`config.mk`:
```
export PLATFORM = sky130hd
export DESIGN_NAME = tmc_timer
export DESIGN_NICKNAME = d
export VERILOG_FILES = /design/src/rtl/tmc_pkg.sv /design/src/rtl/tmc_presc.sv /design/src/rtl/tmc_timer.sv
export VERILOG_INCLUDE_DIRS = /design/src /design/src/rtl
export SDC_FILE = /design/constraint.sdc
export NUM_CORES = 1
export LEC_CHECK = 0
export BUFFER_PORTS_ARGS = -buffer_cell sky130_fd_sc_hd__buf_2
export CAP_MARGIN = 0
export CORE_UTILIZATION = 45
export CTS_BUF_LIST = sky130_fd_sc_hd__clkbuf_16
export CTS_CLUSTER_DIAMETER = 120
export DETAILED_ROUTE_END_ITERATION = 7
export PLACE_DENSITY = 0.78
export SYNTH_ARGS = -nofsm -noshare
export SYNTH_HDL_FRONTEND = slang
export SYNTH_SLANG_ARGS = --single-unit
```
`constraint.sdc`:
```
create_clock -name mclk_i -period 9.1 [get_ports mclk_i]
set_input_delay 1.82 -clock mclk_i [delete_from_list [all_inputs] [get_ports mclk_i]]
set_output_delay 1.82 -clock mclk_i [all_outputs]
set_load 0.03 [all_outputs]
```
`src/rtl/tmc_cfg.svh`:
```
`ifndef TMC_CFG_SVH
`define TMC_CFG_SVH

// Bus geometry
`define TMC_ADDR_W 12
`define TMC_IDX_W 10

// Register indices, byte address is index times four
`define TMC_FLAG_IDX 10'h00c
`define TMC_CNTL_IDX 10'h00e
`define TMC_CNTH_IDX 10'h00f
`define TMC_CTRL_IDX 10'h010
`define TMC_IEN_IDX 10'h08c

// Control register fields
`define TMC_B_RUN 0
`define TMC_B_CS 1
`define TMC_B_SYNC 2
`define TMC_B_OSC 3
`define TMC_B_PS_LO 4
`define TMC_B_PS_HI 5
`define TMC_CTRL_MASK 8'h3f
`define TMC_CTRL_RST 8'h00

// Flag and enable bit position
`define TMC_B_OVF 0

// Counter limits
`define TMC_CNT_MAX 16'hffff
`define TMC_CNT_ZERO 16'h0000

// Phase clocks of one instruction cycle
`define TMC_Q2 2'h1
`define TMC_Q4 2'h3

// Bus responses
`define TMC_RESP_OK 2'h0
`define TMC_RESP_ERR 2'h2

`endif

```
`src/rtl/tmc_pkg.sv`:
```
package tmc_pkg;

    typedef enum logic [1:0] {
        TMC_WS_IDLE = 2'h0,
        TMC_WS_ADDR = 2'h1,
        TMC_WS_RESP = 2'h3,
        TMC_WS_DATA = 2'h2
    } tmc_wr_st_t;

    typedef enum logic {
        TMC_RS_IDLE = 1'b0,
        TMC_RS_DATA = 1'b1
    } tmc_rd_st_t;

    typedef enum logic [2:0] {
        TMC_SEL_NONE = 3'h0,
        TMC_SEL_FLAG = 3'h1,
        TMC_SEL_CNTL = 3'h2,
        TMC_SEL_CNTH = 3'h3,
        TMC_SEL_CTRL = 3'h4,
        TMC_SEL_IEN = 3'h5
    } tmc_sel_t;

    typedef enum logic [1:0] {
        TMC_MODE_TIMER = 2'h0,
        TMC_MODE_SYNC = 2'h1,
        TMC_MODE_ASYNC = 2'h3
    } tmc_mode_t;

endpackage

```
`src/rtl/tmc_presc.sv`:
```
`timescale 1ns/10ps
`include "tmc_cfg.svh"

module tmc_presc (
    // Clock and reset
    input wire logic mclk_i,
    input wire logic rst_i,
    // Configuration
    input wire tmc_pkg::tmc_mode_t mode_i,
    input wire logic [1:0] code_i,
    input wire logic run_i,
    input wire logic sleep_i,
    // Timing strobes
    input wire logic icyc_i,
    input wire logic qsamp_i,
    input wire logic clr_i,
    // Synchronised count input level
    input wire logic ext_lvl_i,
    // Count advance pulse
    output logic adv_o
);
    import tmc_pkg::*;

    typedef struct packed {
        logic [2:0] pres;
        logic ext_prev;
        logic samp;
        logic adv;
    } tmc_presc_st_t;

    tmc_presc_st_t s_q;
    tmc_presc_st_t s_d;

    function automatic logic [2:0] ps_mask(input logic [1:0] code);
        ps_mask = 3'h0;
        case (code)
            2'h1: ps_mask = 3'h1;
            2'h2: ps_mask = 3'h3;
            2'h3: ps_mask = 3'h7;
            default: ps_mask = 3'h0;
        endcase
    endfunction

    logic tick;
    logic div_tick;
    logic presc_lvl;

    always_comb begin
        s_d = s_q;
        s_d.adv = 1'b0;
        s_d.ext_prev = ext_lvl_i;
        // Source edge: instruction cycle or rising external edge
        if (mode_i == TMC_MODE_TIMER) begin
            tick = icyc_i && run_i;
        end else begin
            tick = ext_lvl_i && !s_q.ext_prev && run_i;
        end
        div_tick = tick && ((s_q.pres & ps_mask(code_i)) == ps_mask(code_i));
        // Divided level, symmetric for ratios above one
        if (code_i == 2'h0) begin
            presc_lvl = ext_lvl_i;
        end else begin
            presc_lvl = s_q.pres[code_i - 2'h1];
        end
        // Ripple style divider keeps counting in sleep on external edges; in timer mode no instruction tick arrives
        if (clr_i) begin
            s_d.pres = 3'h0;
        end else if (tick) begin
            s_d.pres = s_q.pres + 3'h1;
        end
        case (mode_i)
            TMC_MODE_SYNC: begin
                // Sampled after the divider on Q2 and Q4
                if (qsamp_i && !sleep_i) begin
                    s_d.samp = presc_lvl;
                    s_d.adv = presc_lvl && !s_q.samp && run_i;
                end
            end
            TMC_MODE_ASYNC: begin
                s_d.adv = div_tick;
            end
            default: begin
                s_d.adv = div_tick;
            end
        endcase
        if (rst_i) begin
            s_d = '0;
        end
    end

    always_ff @(posedge mclk_i) begin
        s_q <= s_d;
    end

    assign adv_o = s_q.adv;

endmodule // tmc_presc

```
`src/rtl/tmc_timer.sv`:
```
`timescale 1ns/10ps
`include "tmc_cfg.svh"

// Behaviour
// - Two count bytes form one 16-bit up counter wrapping ffff to 0000
// - Overflow latches the flag; interrupt out only when enable bit set
// - Control bit 1 picks instruction clock or rising external edges
// - Control bits 5:4 select prescale 1:1, 1:2, 1:4, 1:8
// - Control bit 3 enables the crystal oscillator, else it is off
// - With oscillator on, both oscillator pins are forced to inputs
// - Control bit 2 set skips sync, clear syncs; ignored in timer mode
// - Counter edges come from oscillator pin if enabled, else clock pin
// - Prescaler is a ripple divider; sync follows the prescaler
// - Synced counter mode stops in sleep while prescaler keeps counting
// - Sync samples prescaler output on Q2 and Q4 phases
// - Async counter mode runs in sleep and its overflow can wake
// - Async counter mode is not a capture or compare time base
// - Capture/compare reset input clears the 16-bit count, except in async counter mode
// - Control bits 7:6 read zero and ignore writes
// - Control clears on power-on reset; count bytes never reset
// - Any write to a count byte clears the prescaler
// - Count write beats a compare reset; that reset never sets the flag

module tmc_timer (
    // Clock and reset
    input wire logic mclk_i,
    input wire logic rst_i,
    // AXI4-Lite write address
    input wire logic [`TMC_ADDR_W-1:0] awaddr_i,
    input wire logic awvalid_i,
    output logic awready_o,
    // AXI4-Lite write data
    input wire logic [31:0] wdata_i,
    input wire logic [3:0] wstrb_i,
    input wire logic wvalid_i,
    output logic wready_o,
    // AXI4-Lite write response
    output logic [1:0] bresp_o,
    output logic bvalid_o,
    input wire logic bready_i,
    // AXI4-Lite read address
    input wire logic [`TMC_ADDR_W-1:0] araddr_i,
    input wire logic arvalid_i,
    output logic arready_o,
    // AXI4-Lite read data
    output logic [31:0] rdata_o,
    output logic [1:0] rresp_o,
    output logic rvalid_o,
    input wire logic rready_i,
    // Core side
    input wire logic sleep_i,
    input wire logic ccp_reset_i,
    input wire logic [1:0] port_dir_i,
    // Pins
    input wire logic ext_count_clock_pin_i,
    input wire logic osc_input_pin_i,
    // Outputs
    output logic overflow_irq_o,
    output logic wake_o,
    output logic timebase_ok_o,
    output logic [1:0] port_oe_o,
    output logic osc_amp_en_o
);
    import tmc_pkg::*;

    typedef struct packed {
        tmc_wr_st_t ws;
        tmc_rd_st_t rs;
        logic [`TMC_IDX_W-1:0] waddr;
        logic [7:0] wdata;
        logic wlane;
        logic awready;
        logic wready;
        logic bvalid;
        logic [1:0] bresp;
        logic arready;
        logic rvalid;
        logic [31:0] rdata;
        logic [1:0] rresp;
        logic [7:0] ctrl;
        logic [15:0] cnt;
        logic flag;
        logic ien;
        logic [1:0] qph;
        logic icyc;
        logic qsamp;
        logic pclr;
        logic ext_m;
        logic ext_s;
        logic irq;
        logic wake;
        logic tbase;
        logic [1:0] port_oe;
        logic osc_amp;
    } tmc_top_st_t;

    tmc_top_st_t s_q;
    tmc_top_st_t s_d;

    function automatic tmc_sel_t reg_sel(
        input logic [`TMC_ADDR_W-1:0] addr
    );
        reg_sel = TMC_SEL_NONE;
        case (addr[`TMC_ADDR_W-1:2])
            `TMC_FLAG_IDX: reg_sel = TMC_SEL_FLAG;
            `TMC_CNTL_IDX: reg_sel = TMC_SEL_CNTL;
            `TMC_CNTH_IDX: reg_sel = TMC_SEL_CNTH;
            `TMC_CTRL_IDX: reg_sel = TMC_SEL_CTRL;
            `TMC_IEN_IDX: reg_sel = TMC_SEL_IEN;
            default: reg_sel = TMC_SEL_NONE;
        endcase
    endfunction

    logic p_adv;
    tmc_mode_t mode;
    logic osc_en;
    logic run;
    logic aw_hs;
    logic w_hs;
    logic do_wr;
    logic [`TMC_ADDR_W-1:0] wr_addr;
    logic [7:0] wr_data;
    logic wr_lane;
    tmc_sel_t wr_sel;
    tmc_sel_t rd_sel;
    logic wr_cnt;

    always_comb begin
        s_d = s_q;
        osc_en = s_q.ctrl[`TMC_B_OSC];
        run = s_q.ctrl[`TMC_B_RUN];
        // Mode decode, sync bit ignored for the internal clock
        if (!s_q.ctrl[`TMC_B_CS]) begin
            mode = TMC_MODE_TIMER;
        end else if (s_q.ctrl[`TMC_B_SYNC]) begin
            mode = TMC_MODE_ASYNC;
        end else begin
            mode = TMC_MODE_SYNC;
        end

        // Pin select ahead of the two-stage synchroniser
        s_d.ext_m = osc_en ? osc_input_pin_i : ext_count_clock_pin_i;
        s_d.ext_s = s_q.ext_m;

        // Phase clocks; instruction tick on Q4, none during sleep
        s_d.qph = s_q.qph + 2'h1;
        s_d.icyc = (s_q.qph == `TMC_Q4) && !sleep_i;
        s_d.qsamp = (s_q.qph == `TMC_Q2) || (s_q.qph == `TMC_Q4);
        s_d.pclr = 1'b0;

        // Write channel handshakes
        aw_hs = awvalid_i && s_q.awready;
        w_hs = wvalid_i && s_q.wready;
        do_wr = 1'b0;
        wr_addr = awaddr_i;
        wr_data = wdata_i[7:0];
        wr_lane = wstrb_i[0];
        case (s_q.ws)
            TMC_WS_IDLE: begin
                if (aw_hs && w_hs) begin
                    do_wr = 1'b1;
                    s_d.ws = TMC_WS_RESP;
                end else if (aw_hs) begin
                    s_d.waddr = awaddr_i[`TMC_ADDR_W-1:2];
                    s_d.ws = TMC_WS_ADDR;
                end else if (w_hs) begin
                    s_d.wdata = wdata_i[7:0];
                    s_d.wlane = wstrb_i[0];
                    s_d.ws = TMC_WS_DATA;
                end
            end
            TMC_WS_ADDR: begin
                wr_addr = {s_q.waddr, 2'h0};
                if (w_hs) begin
                    do_wr = 1'b1;
                    s_d.ws = TMC_WS_RESP;
                end
            end
            TMC_WS_DATA: begin
                wr_data = s_q.wdata;
                wr_lane = s_q.wlane;
                if (aw_hs) begin
                    do_wr = 1'b1;
                    s_d.ws = TMC_WS_RESP;
                end
            end
            TMC_WS_RESP: begin
                if (bready_i) begin
                    s_d.ws = TMC_WS_IDLE;
                end
            end
            default: begin
                s_d.ws = TMC_WS_IDLE;
            end
        endcase
        wr_sel = reg_sel(wr_addr);
        if (do_wr) begin
            s_d.bresp = (wr_sel == TMC_SEL_NONE) ? `TMC_RESP_ERR
                                                 : `TMC_RESP_OK;
        end
        s_d.awready = (s_d.ws == TMC_WS_IDLE) || (s_d.ws == TMC_WS_DATA);
        s_d.wready = (s_d.ws == TMC_WS_IDLE) || (s_d.ws == TMC_WS_ADDR);
        s_d.bvalid = (s_d.ws == TMC_WS_RESP);

        // Register writes, byte lane 0 carries the data
        wr_cnt = do_wr && wr_lane &&
                 ((wr_sel == TMC_SEL_CNTL) || (wr_sel == TMC_SEL_CNTH));
        if (do_wr && wr_lane) begin
            case (wr_sel)
                TMC_SEL_CTRL: begin
                    s_d.ctrl = wr_data & `TMC_CTRL_MASK;
                end
                TMC_SEL_IEN: begin
                    s_d.ien = wr_data[`TMC_B_OVF];
                end
                TMC_SEL_FLAG: begin
                    s_d.flag = wr_data[`TMC_B_OVF];
                end
                default: begin
                    s_d.ien = s_q.ien;
                end
            endcase
        end

        // Count update: write first, then compare reset, then advance
        if (wr_cnt) begin
            if (wr_sel == TMC_SEL_CNTL) begin
                s_d.cnt[7:0] = wr_data;
            end else begin
                s_d.cnt[15:8] = wr_data;
            end
            s_d.pclr = 1'b1;
        end else if (ccp_reset_i && (mode != TMC_MODE_ASYNC)) begin
            s_d.cnt = `TMC_CNT_ZERO;
            s_d.pclr = 1'b1;
        end else if (p_adv && run) begin
            s_d.cnt = s_q.cnt + 16'h0001;
            if (s_q.cnt == `TMC_CNT_MAX) begin
                s_d.flag = 1'b1;
            end
        end

        // Read channel
        rd_sel = reg_sel(araddr_i);
        case (s_q.rs)
            TMC_RS_IDLE: begin
                if (arvalid_i && s_q.arready) begin
                    s_d.rs = TMC_RS_DATA;
                    s_d.rresp = `TMC_RESP_OK;
                    s_d.rdata = 32'h0000_0000;
                    case (rd_sel)
                        TMC_SEL_FLAG: s_d.rdata[`TMC_B_OVF] = s_q.flag;
                        TMC_SEL_IEN: s_d.rdata[`TMC_B_OVF] = s_q.ien;
                        TMC_SEL_CNTL: s_d.rdata[7:0] = s_q.cnt[7:0];
                        TMC_SEL_CNTH: s_d.rdata[7:0] = s_q.cnt[15:8];
                        TMC_SEL_CTRL: s_d.rdata[7:0] = s_q.ctrl;
                        default: s_d.rresp = `TMC_RESP_ERR;
                    endcase
                end
            end
            TMC_RS_DATA: begin
                if (rready_i) begin
                    s_d.rs = TMC_RS_IDLE;
                end
            end
            default: begin
                s_d.rs = TMC_RS_IDLE;
            end
        endcase
        s_d.arready = (s_d.rs == TMC_RS_IDLE);
        s_d.rvalid = (s_d.rs == TMC_RS_DATA);

        // Interrupt and wake only through the enable bit
        s_d.irq = s_d.flag && s_d.ien;
        s_d.wake = s_d.flag && s_d.ien && sleep_i;
        // Time base valid only outside async counter mode
        s_d.tbase = (mode != TMC_MODE_ASYNC);
        // Oscillator pins forced to inputs while enabled
        s_d.port_oe = osc_en ? 2'h0 : ~port_dir_i;
        // Inverter and feedback on only when enabled
        s_d.osc_amp = osc_en;

        // Power-on reset clears control, keeps the count
        if (rst_i) begin
            s_d = '0;
            s_d.ctrl = `TMC_CTRL_RST;
            s_d.cnt = s_q.cnt;
            s_d.ws = TMC_WS_IDLE;
            s_d.rs = TMC_RS_IDLE;
        end
    end

    always_ff @(posedge mclk_i) begin
        s_q <= s_d;
    end

    tmc_presc u_presc (
        .mclk_i(mclk_i),
        .rst_i(rst_i),
        .mode_i(mode),
        .code_i(s_q.ctrl[`TMC_B_PS_HI:`TMC_B_PS_LO]),
        .run_i(run),
        .sleep_i(sleep_i),
        .icyc_i(s_q.icyc),
        .qsamp_i(s_q.qsamp),
        .clr_i(s_q.pclr),
        .ext_lvl_i(s_q.ext_s),
        .adv_o(p_adv)
    );

    assign awready_o = s_q.awready;
    assign wready_o = s_q.wready;
    assign bvalid_o = s_q.bvalid;
    assign bresp_o = s_q.bresp;
    assign arready_o = s_q.arready;
    assign rvalid_o = s_q.rvalid;
    assign rdata_o = s_q.rdata;
    assign rresp_o = s_q.rresp;
    assign overflow_irq_o = s_q.irq;
    assign wake_o = s_q.wake;
    assign timebase_ok_o = s_q.tbase;
    assign port_oe_o = s_q.port_oe;
    assign osc_amp_en_o = s_q.osc_amp;

endmodule // tmc_timer

```
==> flow_results.xml <==
<?xml version="1.0" encoding="UTF-8"?>
<metrics>
  <group name="outcome">
    <metric name="run_status" unit="">finished with violations</metric>
    <metric name="failed_checks" unit="">DRC</metric>
  </group>
  <group name="global_route">
    <metric name="globalRoute.totalOverflow" unit="">0</metric>
    <metric name="pin_count_of_the_biggest_net_entering_global_routing" unit="">61</metric>
    <metric name="first_pass_grt_wire_length" unit="mm">13.8</metric>
    <metric name="grt.total_usage" unit="%">18.2</metric>
    <metric name="grt_pass1_vias" unit="">2956</metric>
    <metric name="antenna_violations_before_repair" unit="">0</metric>
  </group>
  <group name="power_and_ir_drop">
    <metric name="totalPowerFinal" unit="uW">804</metric>
    <metric name="comb_power_share" unit="%">11.3</metric>
    <metric name="power_density" unit="nW/um^2">175</metric>
    <metric name="p_sw" unit="uW">205</metric>
    <metric name="peakVddDrop" unit="V">0.0000898</metric>
    <metric name="pwr-share-clk" unit="%">41.7</metric>
    <metric name="p_seq_share" unit="%">47.0</metric>
    <metric name="cellInternalPower" unit="uW">599</metric>
    <metric name="sw_frac_of_total" unit="%">25.5</metric>
    <metric name="p_leak" unit="uW">0.00201</metric>
  </group>
  <group name="clock_network">
    <metric name="cts_root_buf" unit="">sky130_fd_sc_hd__clkbuf_16</metric>
    <metric name="clock_tree.buffer_depth" unit="">2</metric>
    <metric name="cts.hold.buffers_added" unit="">0</metric>
    <metric name="cts_post_setup_buffers_inserted" unit="">0</metric>
    <metric name="clkTransAtPathRegs" unit="ns">0.06</metric>
    <metric name="clkSinkCount" unit="">79</metric>
    <metric name="post_cts_sizing_count" unit="">0</metric>
    <metric name="cts-buffers-inserted" unit="">9</metric>
    <metric name="cts-htree-levels" unit="">3</metric>
    <metric name="tritoncts_clock_tree" unit="">built</metric>
    <metric name="worst_skew_pair.late_latency" unit="ns">0.33</metric>
  </group>
  <group name="logic_synthesis">
    <metric name="postSynth.topFlopCell" unit="">sky130_fd_sc_hd__dfxtp_1</metric>
    <metric name="share_of_synthesized_area_occupied_by_flip_flops_and_latches" unit="%">42.3</metric>
    <metric name="synth-seq-cells" unit="">79</metric>
    <metric name="synth.distinct_cells" unit="">57</metric>
    <metric name="synth_edf_count" unit="">16</metric>
    <metric name="yosysWarningCount" unit="">0</metric>
    <metric name="share_of_synthesized_flip_flops_with_an_asynchronous_set_or_reset" unit="%">0</metric>
    <metric name="synth_area_leader_cell" unit="">sky130_fd_sc_hd__dfxtp_1</metric>
    <metric name="ys_top_cells_by_area" unit="">sky130_fd_sc_hd__dfxtp_1 (31%), sky130_fd_sc_hd__edfxtp_1 (12%), sky130_fd_sc_hd__mux2i_1 (11%)</metric>
    <metric name="syn_area" unit="um^2">4120</metric>
    <metric name="synth_area_per_cell" unit="um^2">9.53</metric>
    <metric name="synth_top_area_share" unit="%">30.6</metric>
    <metric name="synthesis.instances" unit="">432</metric>
  </group>
  <group name="hold_path">
    <metric name="timing.hold.worst.class" unit="">flop to flop</metric>
  </group>
  <group name="die">
    <metric name="fp.dieArea" unit="um^2">9530</metric>
    <metric name="ios" unit="">120</metric>
    <metric name="floorplan.rows" unit="">34</metric>
    <metric name="start_util" unit="%">46.7</metric>
    <metric name="core_area" unit="um^2">8810</metric>
    <metric name="die-height" unit="um">97.6</metric>
    <metric name="die_w" unit="um">97.6</metric>
  </group>
  <group name="sta">
    <metric name="maxSlewHeadroom" unit="%">50.0</metric>
    <metric name="final_min_period_over_clock_period" unit="%">46.6</metric>
    <metric name="finalSetupViolCount" unit="">0</metric>
    <metric name="finalMaxSlewViolations" unit="">0</metric>
    <metric name="setup_repair_after_global_routing_missed_its_margin" unit="">no</metric>
    <metric name="setup_tns" unit="ns">0</metric>
    <metric name="timing.clock.skew" unit="ns">0.00618</metric>
    <metric name="post-route-min-period" unit="ns">4.24</metric>
    <metric name="timing_hold_violations_final" unit="">0</metric>
    <metric name="achievable-frequency" unit="MHz">236</metric>
    <metric name="timing_worst_slew_pin_value" unit="ns">0.748</metric>
  </group>
  <group name="setup_path">
    <metric name="endpoint_kind" unit="">flop</metric>
    <metric name="slowest_stage" unit="">sky130_fd_sc_hd__a21boi_1</metric>
    <metric name="critPathTopFamily" unit="">simple AND/OR/NAND/NOR gates</metric>
    <metric name="worst_ep_required_time" unit="ns">9.06</metric>
    <metric name="critical-path-max-stage-delay" unit="ns">0.64</metric>
    <metric name="worst_endpoint_data_arrival_time" unit="ns">4.20</metric>
    <metric name="critical_path_cell_list" unit="">buf_2, or4_4, nor4_2, o211ai_1, buf_4, and2_1, a21oi_2, a21boi_1</metric>
    <metric name="r2r_setup_slack" unit="ns">6.31</metric>
    <metric name="startpoint_type" unit="">primary input</metric>
    <metric name="crit_type" unit="">primary input to flop</metric>
    <metric name="cp.buffers_inverters" unit="">2</metric>
    <metric name="worst-path-max-fanout" unit="">20</metric>
  </group>
  <group name="routing">
    <metric name="pre_repair_dr_iteration_count" unit="">7</metric>
    <metric name="antenna_violating_nets_post_route" unit="">0</metric>
    <metric name="route.vias.total" unit="">3132</metric>
    <metric name="drt-initial-drc-count" unit="">261</metric>
    <metric name="drc_errors" unit="">20</metric>
    <metric name="post_drt_wl_per_cell" unit="um">14.1</metric>
    <metric name="vias_per_cell" unit="">5.32</metric>
    <metric name="totalWireLength" unit="mm">8.33</metric>
  </group>
  <group name="placed_design">
    <metric name="portBuffers" unit="">62</metric>
    <metric name="half_perimeter_wire_length_after_placement" unit="mm">6.16</metric>
    <metric name="gp_congestion" unit="">0.833</metric>
  </group>
  <group name="final_layout">
    <metric name="num-nets-final" unit="">556</metric>
    <metric name="final_core_utilization" unit="%">52.1</metric>
    <metric name="most-common-layout-cells" unit="">sky130_fd_sc_hd__dfxtp_1 (63), sky130_fd_sc_hd__buf_2 (62), sky130_fd_sc_hd__nor2_1 (49), sky130_fd_sc_hd__mux2i_1 (44), sky130_fd_sc_hd__nand2_1 (28)</metric>
    <metric name="layout-drive-gt1-share" unit="%">21.0</metric>
    <metric name="n_antenna_cell" unit="">0</metric>
    <metric name="synthToLayoutAreaGrowth" unit="%">11.4</metric>
    <metric name="final_common_cell" unit="">sky130_fd_sc_hd__dfxtp_1</metric>
  </group>
  <group name="flow_run">
    <metric name="max_cap_viol_count" unit="">0</metric>
  </group>
</metrics>
## sequential cells by signal, indices dropped and copies added, names as in the netlist
name / cells
bvalid_o: 1
port_oe_o: 2
overflow_irq_o: 1
rresp_o: 1
timebase_ok_o: 1
osc_amp_en_o: 1
wake_o: 1
osc_en: 1
rdata_o: 8
bresp_o: 1
rvalid_o: 1
arready_o: 1
u_presc.s_q: 5
s_q: 50
u_presc.adv_o: 1
awready_o: 1
wready_o: 1
run: 1
## final cells by class
| cell class | instances | area, um^2 |
|---|---|---|
| Multi-Input combinational cell | 314 | 2060 |
| Clock inverter | 6 | 36.3 |
| Clock buffer | 10 | 250 |
| Sequential cell | 79 | 1740 |
| Fill cell | 798 | 4220 |
| Tap cell | 108 | 135 |
| Timing Repair Buffer | 65 | 333 |
| Inverter | 7 | 26.3 |
## cell families after synthesis
kind of cell	count (synthesis)	synth area share (%)
xor+xnor	16	3.41
flops	79	42.3
simple gates	148	18.7
other cells	1	0.0911
mux	46	11.2
buf+inv	64	9.82
compound gates	71	12.3
fa+ha+maj	7	2.13
## power by group through the flow
stage / combinational, uW / clock, uW / sequential, uW
3_5_place_dp: 90.1 / 0 / 385
2_1_floorplan: 73.2 / 0 / 386
3_3_place_gp: 88.0 / 0 / 385
6_report: 90.7 / 336 / 378
4_1_cts: 90.7 / 341 / 378
5_1_grt: 98.8 / 356 / 379
## per-layer routing
metal | global-route usage [%] | wire, um
met5 | 0 | 0
met4 | 4.78 | 86
met3 | 4.39 | 463
met2 | 31.3 | 3960
met1 | 22.6 | 3830
## Yosys cell counts (10+ instances only)
cell / instances
sky130_fd_sc_hd__nor2_1: 49
sky130_fd_sc_hd__dfxtp_1: 63
sky130_fd_sc_hd__a21oi_1: 12
sky130_fd_sc_hd__nand2_1: 28
sky130_fd_sc_hd__nor3_1: 11
sky130_fd_sc_hd__xor2_1: 14
sky130_fd_sc_hd__o21ai_0: 10
sky130_fd_sc_hd__buf_4: 38
sky130_fd_sc_hd__o22ai_1: 18
sky130_fd_sc_hd__edfxtp_1: 16
sky130_fd_sc_hd__nand3_1: 10
sky130_fd_sc_hd__mux2i_1: 44
## per-stage QoR
stage	std cells	area (um^2)	hold slack, ns	setup slack [ns]
2_1_floorplan	457	4210	0.414	4.90
3_3_place_gp	573	4300	0.422	4.49
3_5_place_dp	573	4300	0.438	4.50
4_1_cts	589	4590	0.433	4.84
5_1_grt	589	4590	0.474	4.67
6_report	589	4590	0.432	4.86
## path summary, 6_finish.rpt
kind / end / cells after the start / start
worst max-delay path: s_q[21]$_DFFE_PP_ / 8 / awaddr_i[7]
worst min-delay path: s_q[6]$_SDFF_PP0_ / 1 / s_q[7]$_SDFF_PP0_
worst max register to register: wake_o$_SDFF_PP0_ / 8 / s_q[101]$_SDFF_PP0_
worst min register to register: s_q[6]$_SDFF_PP0_ / 1 / s_q[7]$_SDFF_PP0_
Power figures use the tool's default switching activity.
